===== config.mk =====
export PLATFORM = sky130hd
export DESIGN_NAME = cpu_interrupt_entry_unit
export DESIGN_NICKNAME = d
export VERILOG_FILES = /design/src/cpu_interrupt_entry_unit.v
export VERILOG_INCLUDE_DIRS = /design/src
export SDC_FILE = /design/constraint.sdc
export NUM_CORES = 1
export LEC_CHECK = 0
export ABC_AREA = 1
export BUFFER_PORTS_ARGS = -buffer_cell sky130_fd_sc_hd__buf_2
export CORE_MARGIN = 2
export CORE_UTILIZATION = 35
export DETAILED_ROUTE_END_ITERATION = 10
export REMOVE_ABC_BUFFERS = 1
export SLEW_MARGIN = 20
export SYNTH_ARGS = -nofsm -noshare
export SYNTH_HDL_FRONTEND = slang
export SYNTH_SLANG_ARGS = --single-unit

===== constraint.sdc =====
create_clock -name pclk -period 2.65 [get_ports pclk]
set_input_delay 0.53 -clock pclk [delete_from_list [all_inputs] [get_ports pclk]]
set_output_delay 0.53 -clock pclk [all_outputs]
set_load 0.05 [all_outputs]

===== src/irq_entry_defines.vh =====
// Purpose: Offsets, field positions, reset values and timing counts of the interrupt entry unit
// Assumes: Included by bare name; definitions only
// Notes: Byte offsets on a 32-bit APB, one register per aligned word
`ifndef IRQ_ENTRY_DEFINES_VH
`define IRQ_ENTRY_DEFINES_VH

// ----------------------------------------
// Register byte offsets
// ----------------------------------------
`define OFS_IRQ_CONTROL 8'h00
`define OFS_PERIPH_EN_A 8'h04
`define OFS_PERIPH_EN_B 8'h08
`define OFS_PERIPH_FLAG_A 8'h0c
`define OFS_PERIPH_FLAG_B 8'h10
`define OFS_EDGE_CONFIG 8'h14
`define OFS_PIN_CHANGE 8'h18
`define OFS_ENTRY_STATUS 8'h1c
`define OFS_SHADOW_W 8'h20
`define OFS_SHADOW_STATUS 8'h24
`define OFS_SHADOW_BSR 8'h28
`define OFS_SHADOW_FSR0 8'h2c
`define OFS_SHADOW_FSR1 8'h30
`define OFS_SHADOW_PCLATH 8'h34

// ----------------------------------------
// Control register fields
// ----------------------------------------
`define BIT_GLOBAL_EN 7
`define BIT_GROUP_EN 6
`define BIT_TMR0_EN 5
`define BIT_EXT_EN 4
`define BIT_PCHG_EN 3
`define BIT_TMR0_FLAG 2
`define BIT_EXT_FLAG 1
`define BIT_PCHG_SUM 0
`define BIT_EDGE_SEL 0

// ----------------------------------------
// Reset values and constants
// ----------------------------------------
`define RST_CONTROL 8'h00
`define RST_BYTE 8'h00
`define IRQ_VECTOR 15'h0004
// Watchdog-expired (bit 4) and sleep-entered (bit 3) stay out of the shadow
`define STATUS_SAVE_MASK 8'he7
// Entry sequence: flush cycle plus NOP cycles before the vector load
`define ENTRY_NOP_CYCLES 2'h1

`endif


===== src/cpu_interrupt_entry_unit.v =====
// Purpose: Interrupt gathering, gating and entry/return sequencing for a small core
// Assumes: pclk is the instruction-cycle clock; core sequencer obeys the pulses given here
// Notes: Registers reached over APB; flags and enables live here, the stack lives in the core
//
// Chosen here: the placing of the registers and the APB register port.
`timescale 1ns/1ns
`include "irq_entry_defines.vh"

// Operation
// - Any reset clears every enable so no interrupt is taken.
// - Entry needs global enable and the source's own enable.
// - Peripheral-register sources also need the peripheral group enable.
// - Flags set on events whatever the enable states.
// - Accepted interrupt flushes the prefetched instruction.
// - Entry clears the global enable.
// - Entry pushes the current program counter.
// - Entry copies core registers into shadow copies.
// - Last entry step loads the program counter with vector 0004h.
// - With global enable clear, events set flags but do not redirect.
// - Return pops address, restores shadows and sets global enable.
// - Requests held off while disabled are serviced once enabled.
// - Synchronous source latency is three or four instruction cycles.
// - Asynchronous source latency is three to five instruction cycles.
// - External pin flag may set at any point of the cycle.
// - Wake branches to vector if global enable set, else continues.
// - Instruction after sleep always executes before the handler branch.
// - External pin edge-triggered; edge select picks rising when set.
// - A valid selected pin edge sets the external pin flag.
// - Pin edge redirects only with pin enable and global enable set.
// - Shadow covers W, bank, file selects, latch high, status less two bits.
// - Pin-change summary flag is read-only, clear when all pin flags clear.
module cpu_interrupt_entry_unit #(
    parameter PC_W = 15
) (
    input wire pclk,
    input wire presetn,
    input wire psel,
    input wire penable,
    input wire pwrite,
    input wire [7:0] paddr,
    input wire [31:0] pwdata,
    output reg [31:0] prdata,
    output reg pready,
    output reg pslverr,
    input wire ext_irq_pin,
    input wire tmr0_overflow,
    input wire [7:0] periph_event_a,
    input wire [7:0] periph_event_b,
    input wire [7:0] pin_change_event,
    input wire instr_busy,
    input wire sleep_active,
    input wire return_from_irq_instr,
    input wire [PC_W-1:0] core_pc,
    input wire [7:0] core_w,
    input wire [7:0] core_status,
    input wire [4:0] core_bsr,
    input wire [15:0] core_fsr0,
    input wire [15:0] core_fsr1,
    input wire [6:0] core_pclath,
    output reg flush_prefetch,
    output reg push_pc,
    output reg [PC_W-1:0] push_pc_value,
    output reg load_pc,
    output reg [PC_W-1:0] load_pc_value,
    output reg pop_pc,
    output reg restore_ctx,
    output reg wake_request,
    output reg global_irq_enable,
    output reg [7:0] shadow_w,
    output reg [7:0] shadow_status,
    output reg [4:0] shadow_bsr,
    output reg [15:0] shadow_fsr0,
    output reg [15:0] shadow_fsr1,
    output reg [6:0] shadow_pclath
);

// ----------------------------------------
// Entry sequencer states
// ----------------------------------------
localparam ST_IDLE = 2'b00;
localparam ST_FLUSH = 2'b01;
localparam ST_NOP = 2'b10;
localparam ST_VECTOR = 2'b11;

// Byte-wide write with a bit-mask of hardware sets; set wins over clear
function [7:0] flag_next;
    input [7:0] cur;
    input wr;
    input [7:0] wval;
    input [7:0] hw_set;
    begin
        flag_next = (wr ? wval : cur) | hw_set;
    end
endfunction

// ----------------------------------------
// Register state
// ----------------------------------------
reg [7:0] control_q;
reg [7:0] control_d;
reg [7:0] periph_enable_reg_a;
reg [7:0] periph_enable_reg_b;
reg [7:0] periph_flag_reg_a;
reg [7:0] periph_flag_reg_b;
reg [7:0] pin_change_flags;
reg ext_edge_select;
reg [1:0] state_q;
reg [1:0] nop_cnt_q;
reg post_sleep_q;
reg sleep_seen_q;
reg pin_sync1_q;
reg pin_sync2_q;
reg pin_sync3_q;
reg entries_cnt_q;

wire setup_phase = psel & ~penable;
wire wr_en = psel & penable & pready & pwrite;
wire wr_ctrl = wr_en & (paddr == `OFS_IRQ_CONTROL);
wire pin_change_summary_flag = |pin_change_flags;

// ----------------------------------------
// External pin synchroniser and edge detect
// ----------------------------------------
// Three stages: the first only feeds the second, the edge compares the last two
always @(posedge pclk or negedge presetn) begin
    if (!presetn) begin
        pin_sync1_q <= 1'b0;
        pin_sync2_q <= 1'b0;
        pin_sync3_q <= 1'b0;
    end else begin
        pin_sync1_q <= ext_irq_pin;
        pin_sync2_q <= pin_sync1_q;
        pin_sync3_q <= pin_sync2_q;
    end
end

// Edge select chooses rising when set, falling when clear; sampled every cycle
wire ext_edge = ext_edge_select ? (pin_sync2_q & ~pin_sync3_q) : (~pin_sync2_q & pin_sync3_q);

// ----------------------------------------
// Pending and acceptance decode
// ----------------------------------------
wire core_pending = (control_q[`BIT_TMR0_EN] & control_q[`BIT_TMR0_FLAG]) |
                    (control_q[`BIT_EXT_EN] & control_q[`BIT_EXT_FLAG]) |
                    (control_q[`BIT_PCHG_EN] & pin_change_summary_flag);
wire periph_pending = control_q[`BIT_GROUP_EN] &
                      (|(periph_enable_reg_a & periph_flag_reg_a) |
                       |(periph_enable_reg_b & periph_flag_reg_b));
wire any_pending = core_pending | periph_pending;
// Acceptance waits for instruction boundary, sleep exit and one post-wake instruction
// The wake cycle itself is blocked as well, else entry would beat the post-sleep instruction
wire accept = (state_q == ST_IDLE) & control_q[`BIT_GLOBAL_EN] & any_pending &
              ~instr_busy & ~sleep_active & ~sleep_seen_q & ~post_sleep_q;

// ----------------------------------------
// Control register next value
// ----------------------------------------
// Entry clear of the global enable beats a software write in the same cycle
always @* begin
    control_d = control_q;
    if (wr_ctrl) begin
        control_d[7:2] = pwdata[7:2];
        control_d[`BIT_EXT_FLAG] = pwdata[`BIT_EXT_FLAG];
    end
    if (tmr0_overflow) begin
        control_d[`BIT_TMR0_FLAG] = 1'b1;
    end
    if (ext_edge) begin
        control_d[`BIT_EXT_FLAG] = 1'b1;
    end
    if (return_from_irq_instr) begin
        control_d[`BIT_GLOBAL_EN] = 1'b1;
    end
    if (accept) begin
        control_d[`BIT_GLOBAL_EN] = 1'b0;
    end
    control_d[`BIT_PCHG_SUM] = 1'b0;
end

// ----------------------------------------
// Software-visible registers
// ----------------------------------------
// Every reset clears enables and flags, so nothing is taken until re-enabled
always @(posedge pclk or negedge presetn) begin
    if (!presetn) begin
        control_q <= `RST_CONTROL;
        periph_enable_reg_a <= `RST_BYTE;
        periph_enable_reg_b <= `RST_BYTE;
        periph_flag_reg_a <= `RST_BYTE;
        periph_flag_reg_b <= `RST_BYTE;
        pin_change_flags <= `RST_BYTE;
        ext_edge_select <= 1'b0;
    end else begin
        control_q <= control_d;
        if (wr_en && paddr == `OFS_PERIPH_EN_A) begin
            periph_enable_reg_a <= pwdata[7:0];
        end
        if (wr_en && paddr == `OFS_PERIPH_EN_B) begin
            periph_enable_reg_b <= pwdata[7:0];
        end
        periph_flag_reg_a <= flag_next(periph_flag_reg_a, wr_en && paddr == `OFS_PERIPH_FLAG_A,
                                       pwdata[7:0], periph_event_a);
        periph_flag_reg_b <= flag_next(periph_flag_reg_b, wr_en && paddr == `OFS_PERIPH_FLAG_B,
                                       pwdata[7:0], periph_event_b);
        pin_change_flags <= flag_next(pin_change_flags, wr_en && paddr == `OFS_PIN_CHANGE,
                                      pwdata[7:0], pin_change_event);
        if (wr_en && paddr == `OFS_EDGE_CONFIG) begin
            ext_edge_select <= pwdata[`BIT_EDGE_SEL];
        end
    end
end

// ----------------------------------------
// Sleep tracking
// ----------------------------------------
// After sleep ends, one instruction must retire before entry is allowed
always @(posedge pclk or negedge presetn) begin
    if (!presetn) begin
        sleep_seen_q <= 1'b0;
        post_sleep_q <= 1'b0;
        wake_request <= 1'b0;
    end else begin
        sleep_seen_q <= sleep_active;
        if (sleep_seen_q && !sleep_active) begin
            post_sleep_q <= 1'b1;
        end else if (!instr_busy) begin
            post_sleep_q <= 1'b0;
        end
        // Wake needs only the enables, not the global enable
        wake_request <= sleep_active & any_pending;
    end
end

// ----------------------------------------
// Entry and return sequencer
// ----------------------------------------
// Flush, push and shadow save in one cycle, one NOP cycle, then the vector load
always @(posedge pclk or negedge presetn) begin
    if (!presetn) begin
        state_q <= ST_IDLE;
        nop_cnt_q <= 2'h0;
        flush_prefetch <= 1'b0;
        push_pc <= 1'b0;
        push_pc_value <= {PC_W{1'b0}};
        load_pc <= 1'b0;
        load_pc_value <= {PC_W{1'b0}};
        pop_pc <= 1'b0;
        restore_ctx <= 1'b0;
        entries_cnt_q <= 1'b0;
    end else begin
        flush_prefetch <= 1'b0;
        push_pc <= 1'b0;
        load_pc <= 1'b0;
        pop_pc <= 1'b0;
        restore_ctx <= 1'b0;
        case (state_q)
            ST_IDLE: begin
                if (accept) begin
                    state_q <= ST_FLUSH;
                    flush_prefetch <= 1'b1;
                    push_pc <= 1'b1;
                    push_pc_value <= core_pc;
                    entries_cnt_q <= ~entries_cnt_q;
                end else if (return_from_irq_instr) begin
                    pop_pc <= 1'b1;
                    restore_ctx <= 1'b1;
                end
            end
            ST_FLUSH: begin
                state_q <= ST_NOP;
                nop_cnt_q <= `ENTRY_NOP_CYCLES;
            end
            ST_NOP: begin
                if (nop_cnt_q == 2'h1) begin
                    state_q <= ST_VECTOR;
                    load_pc <= 1'b1;
                    load_pc_value <= `IRQ_VECTOR;
                end else begin
                    nop_cnt_q <= nop_cnt_q - 2'h1;
                end
            end
            ST_VECTOR: begin
                state_q <= ST_IDLE;
            end
            default: begin
                state_q <= ST_IDLE;
            end
        endcase
    end
end

// ----------------------------------------
// Shadow registers
// ----------------------------------------
// Saved on acceptance; software may edit them so the return restores new values
always @(posedge pclk or negedge presetn) begin
    if (!presetn) begin
        shadow_w <= 8'h00;
        shadow_status <= 8'h00;
        shadow_bsr <= 5'h00;
        shadow_fsr0 <= 16'h0000;
        shadow_fsr1 <= 16'h0000;
        shadow_pclath <= 7'h00;
    end else if (accept) begin
        shadow_w <= core_w;
        shadow_status <= core_status & `STATUS_SAVE_MASK;
        shadow_bsr <= core_bsr;
        shadow_fsr0 <= core_fsr0;
        shadow_fsr1 <= core_fsr1;
        shadow_pclath <= core_pclath;
    end else if (wr_en) begin
        case (paddr)
            `OFS_SHADOW_W: shadow_w <= pwdata[7:0];
            `OFS_SHADOW_STATUS: shadow_status <= pwdata[7:0] & `STATUS_SAVE_MASK;
            `OFS_SHADOW_BSR: shadow_bsr <= pwdata[4:0];
            `OFS_SHADOW_FSR0: shadow_fsr0 <= pwdata[15:0];
            `OFS_SHADOW_FSR1: shadow_fsr1 <= pwdata[15:0];
            `OFS_SHADOW_PCLATH: shadow_pclath <= pwdata[6:0];
            default: shadow_w <= shadow_w;
        endcase
    end
end

// Global enable mirrored to the core from its own flop
always @(posedge pclk or negedge presetn) begin
    if (!presetn) begin
        global_irq_enable <= 1'b0;
    end else begin
        global_irq_enable <= control_d[`BIT_GLOBAL_EN];
    end
end

// ----------------------------------------
// APB read path
// ----------------------------------------
// Read data is captured in setup so the access phase answers with no wait
reg [31:0] rdata_d;
reg unmapped_d;
always @* begin
    rdata_d = 32'h0000_0000;
    unmapped_d = 1'b0;
    case (paddr)
        `OFS_IRQ_CONTROL: rdata_d = {24'h000000, control_q[7:1], pin_change_summary_flag};
        `OFS_PERIPH_EN_A: rdata_d = {24'h000000, periph_enable_reg_a};
        `OFS_PERIPH_EN_B: rdata_d = {24'h000000, periph_enable_reg_b};
        `OFS_PERIPH_FLAG_A: rdata_d = {24'h000000, periph_flag_reg_a};
        `OFS_PERIPH_FLAG_B: rdata_d = {24'h000000, periph_flag_reg_b};
        `OFS_EDGE_CONFIG: rdata_d = {31'h00000000, ext_edge_select};
        `OFS_PIN_CHANGE: rdata_d = {24'h000000, pin_change_flags};
        `OFS_ENTRY_STATUS: rdata_d = {26'h0000000, post_sleep_q, entries_cnt_q, any_pending, sleep_active, state_q};
        `OFS_SHADOW_W: rdata_d = {24'h000000, shadow_w};
        `OFS_SHADOW_STATUS: rdata_d = {24'h000000, shadow_status};
        `OFS_SHADOW_BSR: rdata_d = {27'h0000000, shadow_bsr};
        `OFS_SHADOW_FSR0: rdata_d = {16'h0000, shadow_fsr0};
        `OFS_SHADOW_FSR1: rdata_d = {16'h0000, shadow_fsr1};
        `OFS_SHADOW_PCLATH: rdata_d = {25'h0000000, shadow_pclath};
        default: unmapped_d = 1'b1;
    endcase
end

always @(posedge pclk or negedge presetn) begin
    if (!presetn) begin
        prdata <= 32'h0000_0000;
        pready <= 1'b0;
        pslverr <= 1'b0;
    end else begin
        pready <= setup_phase;
        pslverr <= setup_phase & unmapped_d;
        if (setup_phase && !pwrite) begin
            prdata <= rdata_d;
        end
    end
end

endmodule // cpu_interrupt_entry_unit


==> impl_metrics.py <==
metrics = {
    "global_routing": {
        "met1_usage_pct": 32.1,
        "grt_use_met3_pct": 4.79,
        "grt_max_degree": 108,
        "grt_busiest_layer": "met2",
        "grt_pass1_vias": 7153,
        "use_met2_pct": 32.9,
        "globalRouteTotalUtil_pct": 22.0,
        "overflow": 0,
        "antenna_found_initial": 4,
        "grt_pass1_wl_um": 40300,
    },
    "logic_synthesis": {
        "synth_top_area_share_pct": 48.3,
        "syn_area_um2": 7980,
        "synth-seq-cells": 154,
        "synth_flop_cell": "dfrtp_1",
        "ys_warn_count": 0,
        "seq_area_frac_synth_pct": 48.3,
        "syn-instance-count": 1017,
        "ys_types": 33,
        "async_flop_share_pct": 100,
        "synth_commonest_cells": "nand2_1 (347), nand3_1 (194), dfrtp_1 (154)",
        "postSynthAreaPerCell_um2": 7.84,
        "synth_edf_count": 0,
        "synth.most_common_cell": "nand2_1",
        "synth_largest_area_cell": "dfrtp_1",
        "synth.area.top_cells": "dfrtp_1 (48%), nand2_1 (16%), nand3_1 (12%)",
    },
    "cts": {
        "postCtsHoldBufs": 0,
        "cts_buffer_depth": 2,
        "numCtsBuffers": 17,
        "cts.repair.resized": 0,
        "cts_tree": "yes",
        "cts.sinks": 154,
        "cts_max_level": 4,
        "post-cts-setup-buffer-count": 0,
        "clkTransAtPathRegs_ns": 0.07,
        "cts_root_buffer": "clkbuf_16",
        "insertion_delay_ns": 0.42,
    },
    "placed_design": {
        "gp_congestion": 0.863,
        "dp.cells": 1504,
        "dp_hpwl_um": 19200,
        "port_buffers": 229,
    },
    "sta": {
        "timing.final.crit_share_pct": 85.8,
        "worst_pin_slew_ns": 0.659,
        "skew_ns": 0.0145,
        "slew_headroom_pct": 55.4,
        "final_max_slew_viol_count": 0,
        "setup_viol": 0,
        "tns_ns": 0,
        "period_needed_ns": 2.27,
        "hold_viol": 0,
        "rsz0062_at_grt": "false",
        "max_freq_ghz": 0.440,
    },
    "worst_setup_path": {
        "worstSetupStartpointType": "register",
        "reg2reg_depth": 9,
        "arrival_ns": 2.63,
        "r2r_end": "shadow_fsr1[0]$_DFFE_PN0P_",
        "crit-reg2reg-launch": "state_q[1]$_DFFE_PN0P_",
        "r2r_setup_slack_ns": 0.38,
        "crit_type": "reg -> reg",
        "cp_max_fo": 39,
        "required_ns": 3.00,
        "endpoint_kind": "register",
    },
    "floorplan": {
        "core_um2": 22500,
        "start_util_pct": 35.4,
        "io_pins": 280,
        "fp.dieH_um": 155,
        "die-area_um2": 24000,
        "std_cell_rows": 55,
        "die_x_um": 155,
    },
    "drt": {
        "drc": 0,
        "drt-initial-drc-count": 595,
        "ant_nets": 0,
        "drtPass1Iterations": 6,
        "vias_per_cell": 4.94,
        "detail_route.wl_per_cell_um": 17.2,
        "vias": 7586,
        "drt-total-wl_um": 26400,
    },
    "power": {
        "p_per_area_nw_per_um2": 596,
        "p_leak_nw": 5.41,
        "ir_drop_mv": 0.379,
    },
    "job": {
        "max_cap_viol_count": 0,
    },
    "run_status": {
        "status": "finished clean",
    },
    "final_layout": {
        "drive_above_1_share_pct": 25.4,
        "syn_to_final_growth_pct": 24.6,
        "final_cells": 1537,
        "final_util_pct": 44.2,
        "nNetsFinal": 1391,
    },
    "hold_path": {
        "hp-class": "in -> async",
    },
}
cell usage in the layout, fill, tap and decap left out, drive strengths merged, types with 4 or more instances in the layout:
cell type	instances
clkbuf	20
nand2	353
buf	245
a21oi	14
ha	4
bufinv	5
inv	59
a211o	16
a22o	11
nand3	197
o21ai	41
dfrtp	154
nor2	79
conb	32
power by group:
group | switching (W) | internal, W | total (W) | leakage, nW
clock | 0.000994 | 0.00169 | 0.00269 | 0.302
combinational | 0.000558 | 0.000203 | 0.000761 | 3.14
sequential | 0.0000495 | 0.00242 | 0.00247 | 1.97
metrics by stage:
step	power [W]	instance area [um^2]	hold WS (ns)	setup WS (ns)
final	0.00592	9940	0.112	0.377
after global placement	0.00326	9290	0.335	0.421
after global routing	0.00615	9940	0.147	0.218
after floorplan	0.00296	7610	0.234	-0.145
after CTS	0.00597	9930	0.130	0.391
after detailed placement	0.00327	9290	0.345	0.400
flip-flops by register name, summed over array words and instances, names as in the netlist, 6 cells and up:
register	count
control_q	6
shadow_status	6
shadow_fsr1	16
periph_flag_reg_a	8
periph_flag_reg_b	8
prdata	16
periph_enable_reg_b	8
pin_change_flags	8
periph_enable_reg_a	8
shadow_pclath	7
push_pc_value	15
shadow_fsr0	16
shadow_w	8
layer usage:
metal	part of all wire (%)	up-vias
met2	44	285
met4	1.6	4
met1	47	3568
met3	7.0	30
li1	-	3699
met5	0.087	-
kinds of logic (layout without fill, tap and decap cells):
kind of cell / count (synthesis) / after routing / share of synthesized area (%)
simple gates: 640 / 640 / 35.5
fa+ha+maj: 4 / 4 / 0.628
flops: 154 / 154 / 48.3
buf+inv: 133 / 335 / 8.77
xor+xnor: 1 / 1 / 0.110
compound gates: 84 / 84 / 6.60
other cells: 1 / 34 / 0.0470
worst max-delay path by stage:
| stage | from | end | slack (ns) | depth (start not counted) |
|---|---|---|---|---|
| floorplan | global_irq_enable$_DFFE_PN0P_ | shadow_bsr[0]$_DFFE_PN0P_ | -0.15 | 6 |
| global placement | sleep_active | shadow_fsr1[11]$_DFFE_PN0P_ | 0.42 | 9 |
| detailed placement | paddr[6] | shadow_fsr0[14]$_DFFE_PN0P_ | 0.40 | 12 |
| CTS | state_q[1]$_DFFE_PN0P_ | shadow_fsr1[11]$_DFFE_PN0P_ | 0.39 | 9 |
| global route | state_q[1]$_DFFE_PN0P_ | shadow_pclath[1]$_DFFE_PN0P_ | 0.22 | 9 |
| finish | state_q[1]$_DFFE_PN0P_ | shadow_fsr1[0]$_DFFE_PN0P_ | 0.38 | 9 |
final cells by class:
class / count / area, um^2
multi-input cells: 761 / 3540
flip-flops and latches: 154 / 3850
clock inverters: 11 / 195
fillers: 2334 / 12600
repair buffers: 245 / 1320
clock buffers: 20 / 447
diodes: 2 / 5.00
inverters: 59 / 221
well taps: 285 / 357
critical path, stage by stage (launching register included):
cell and delay (ns):
dfrtp_1 0.42, inv_1 0.10, ha_1 0.22, nand4_1 0.13, nor3_2 0.27, nand2_4 0.12
inv_2 0.45, buf_12 0.29, nand2_1 0.07, nand3_1 0.09
No activity file was read; power rests on OpenSTA's default activity.
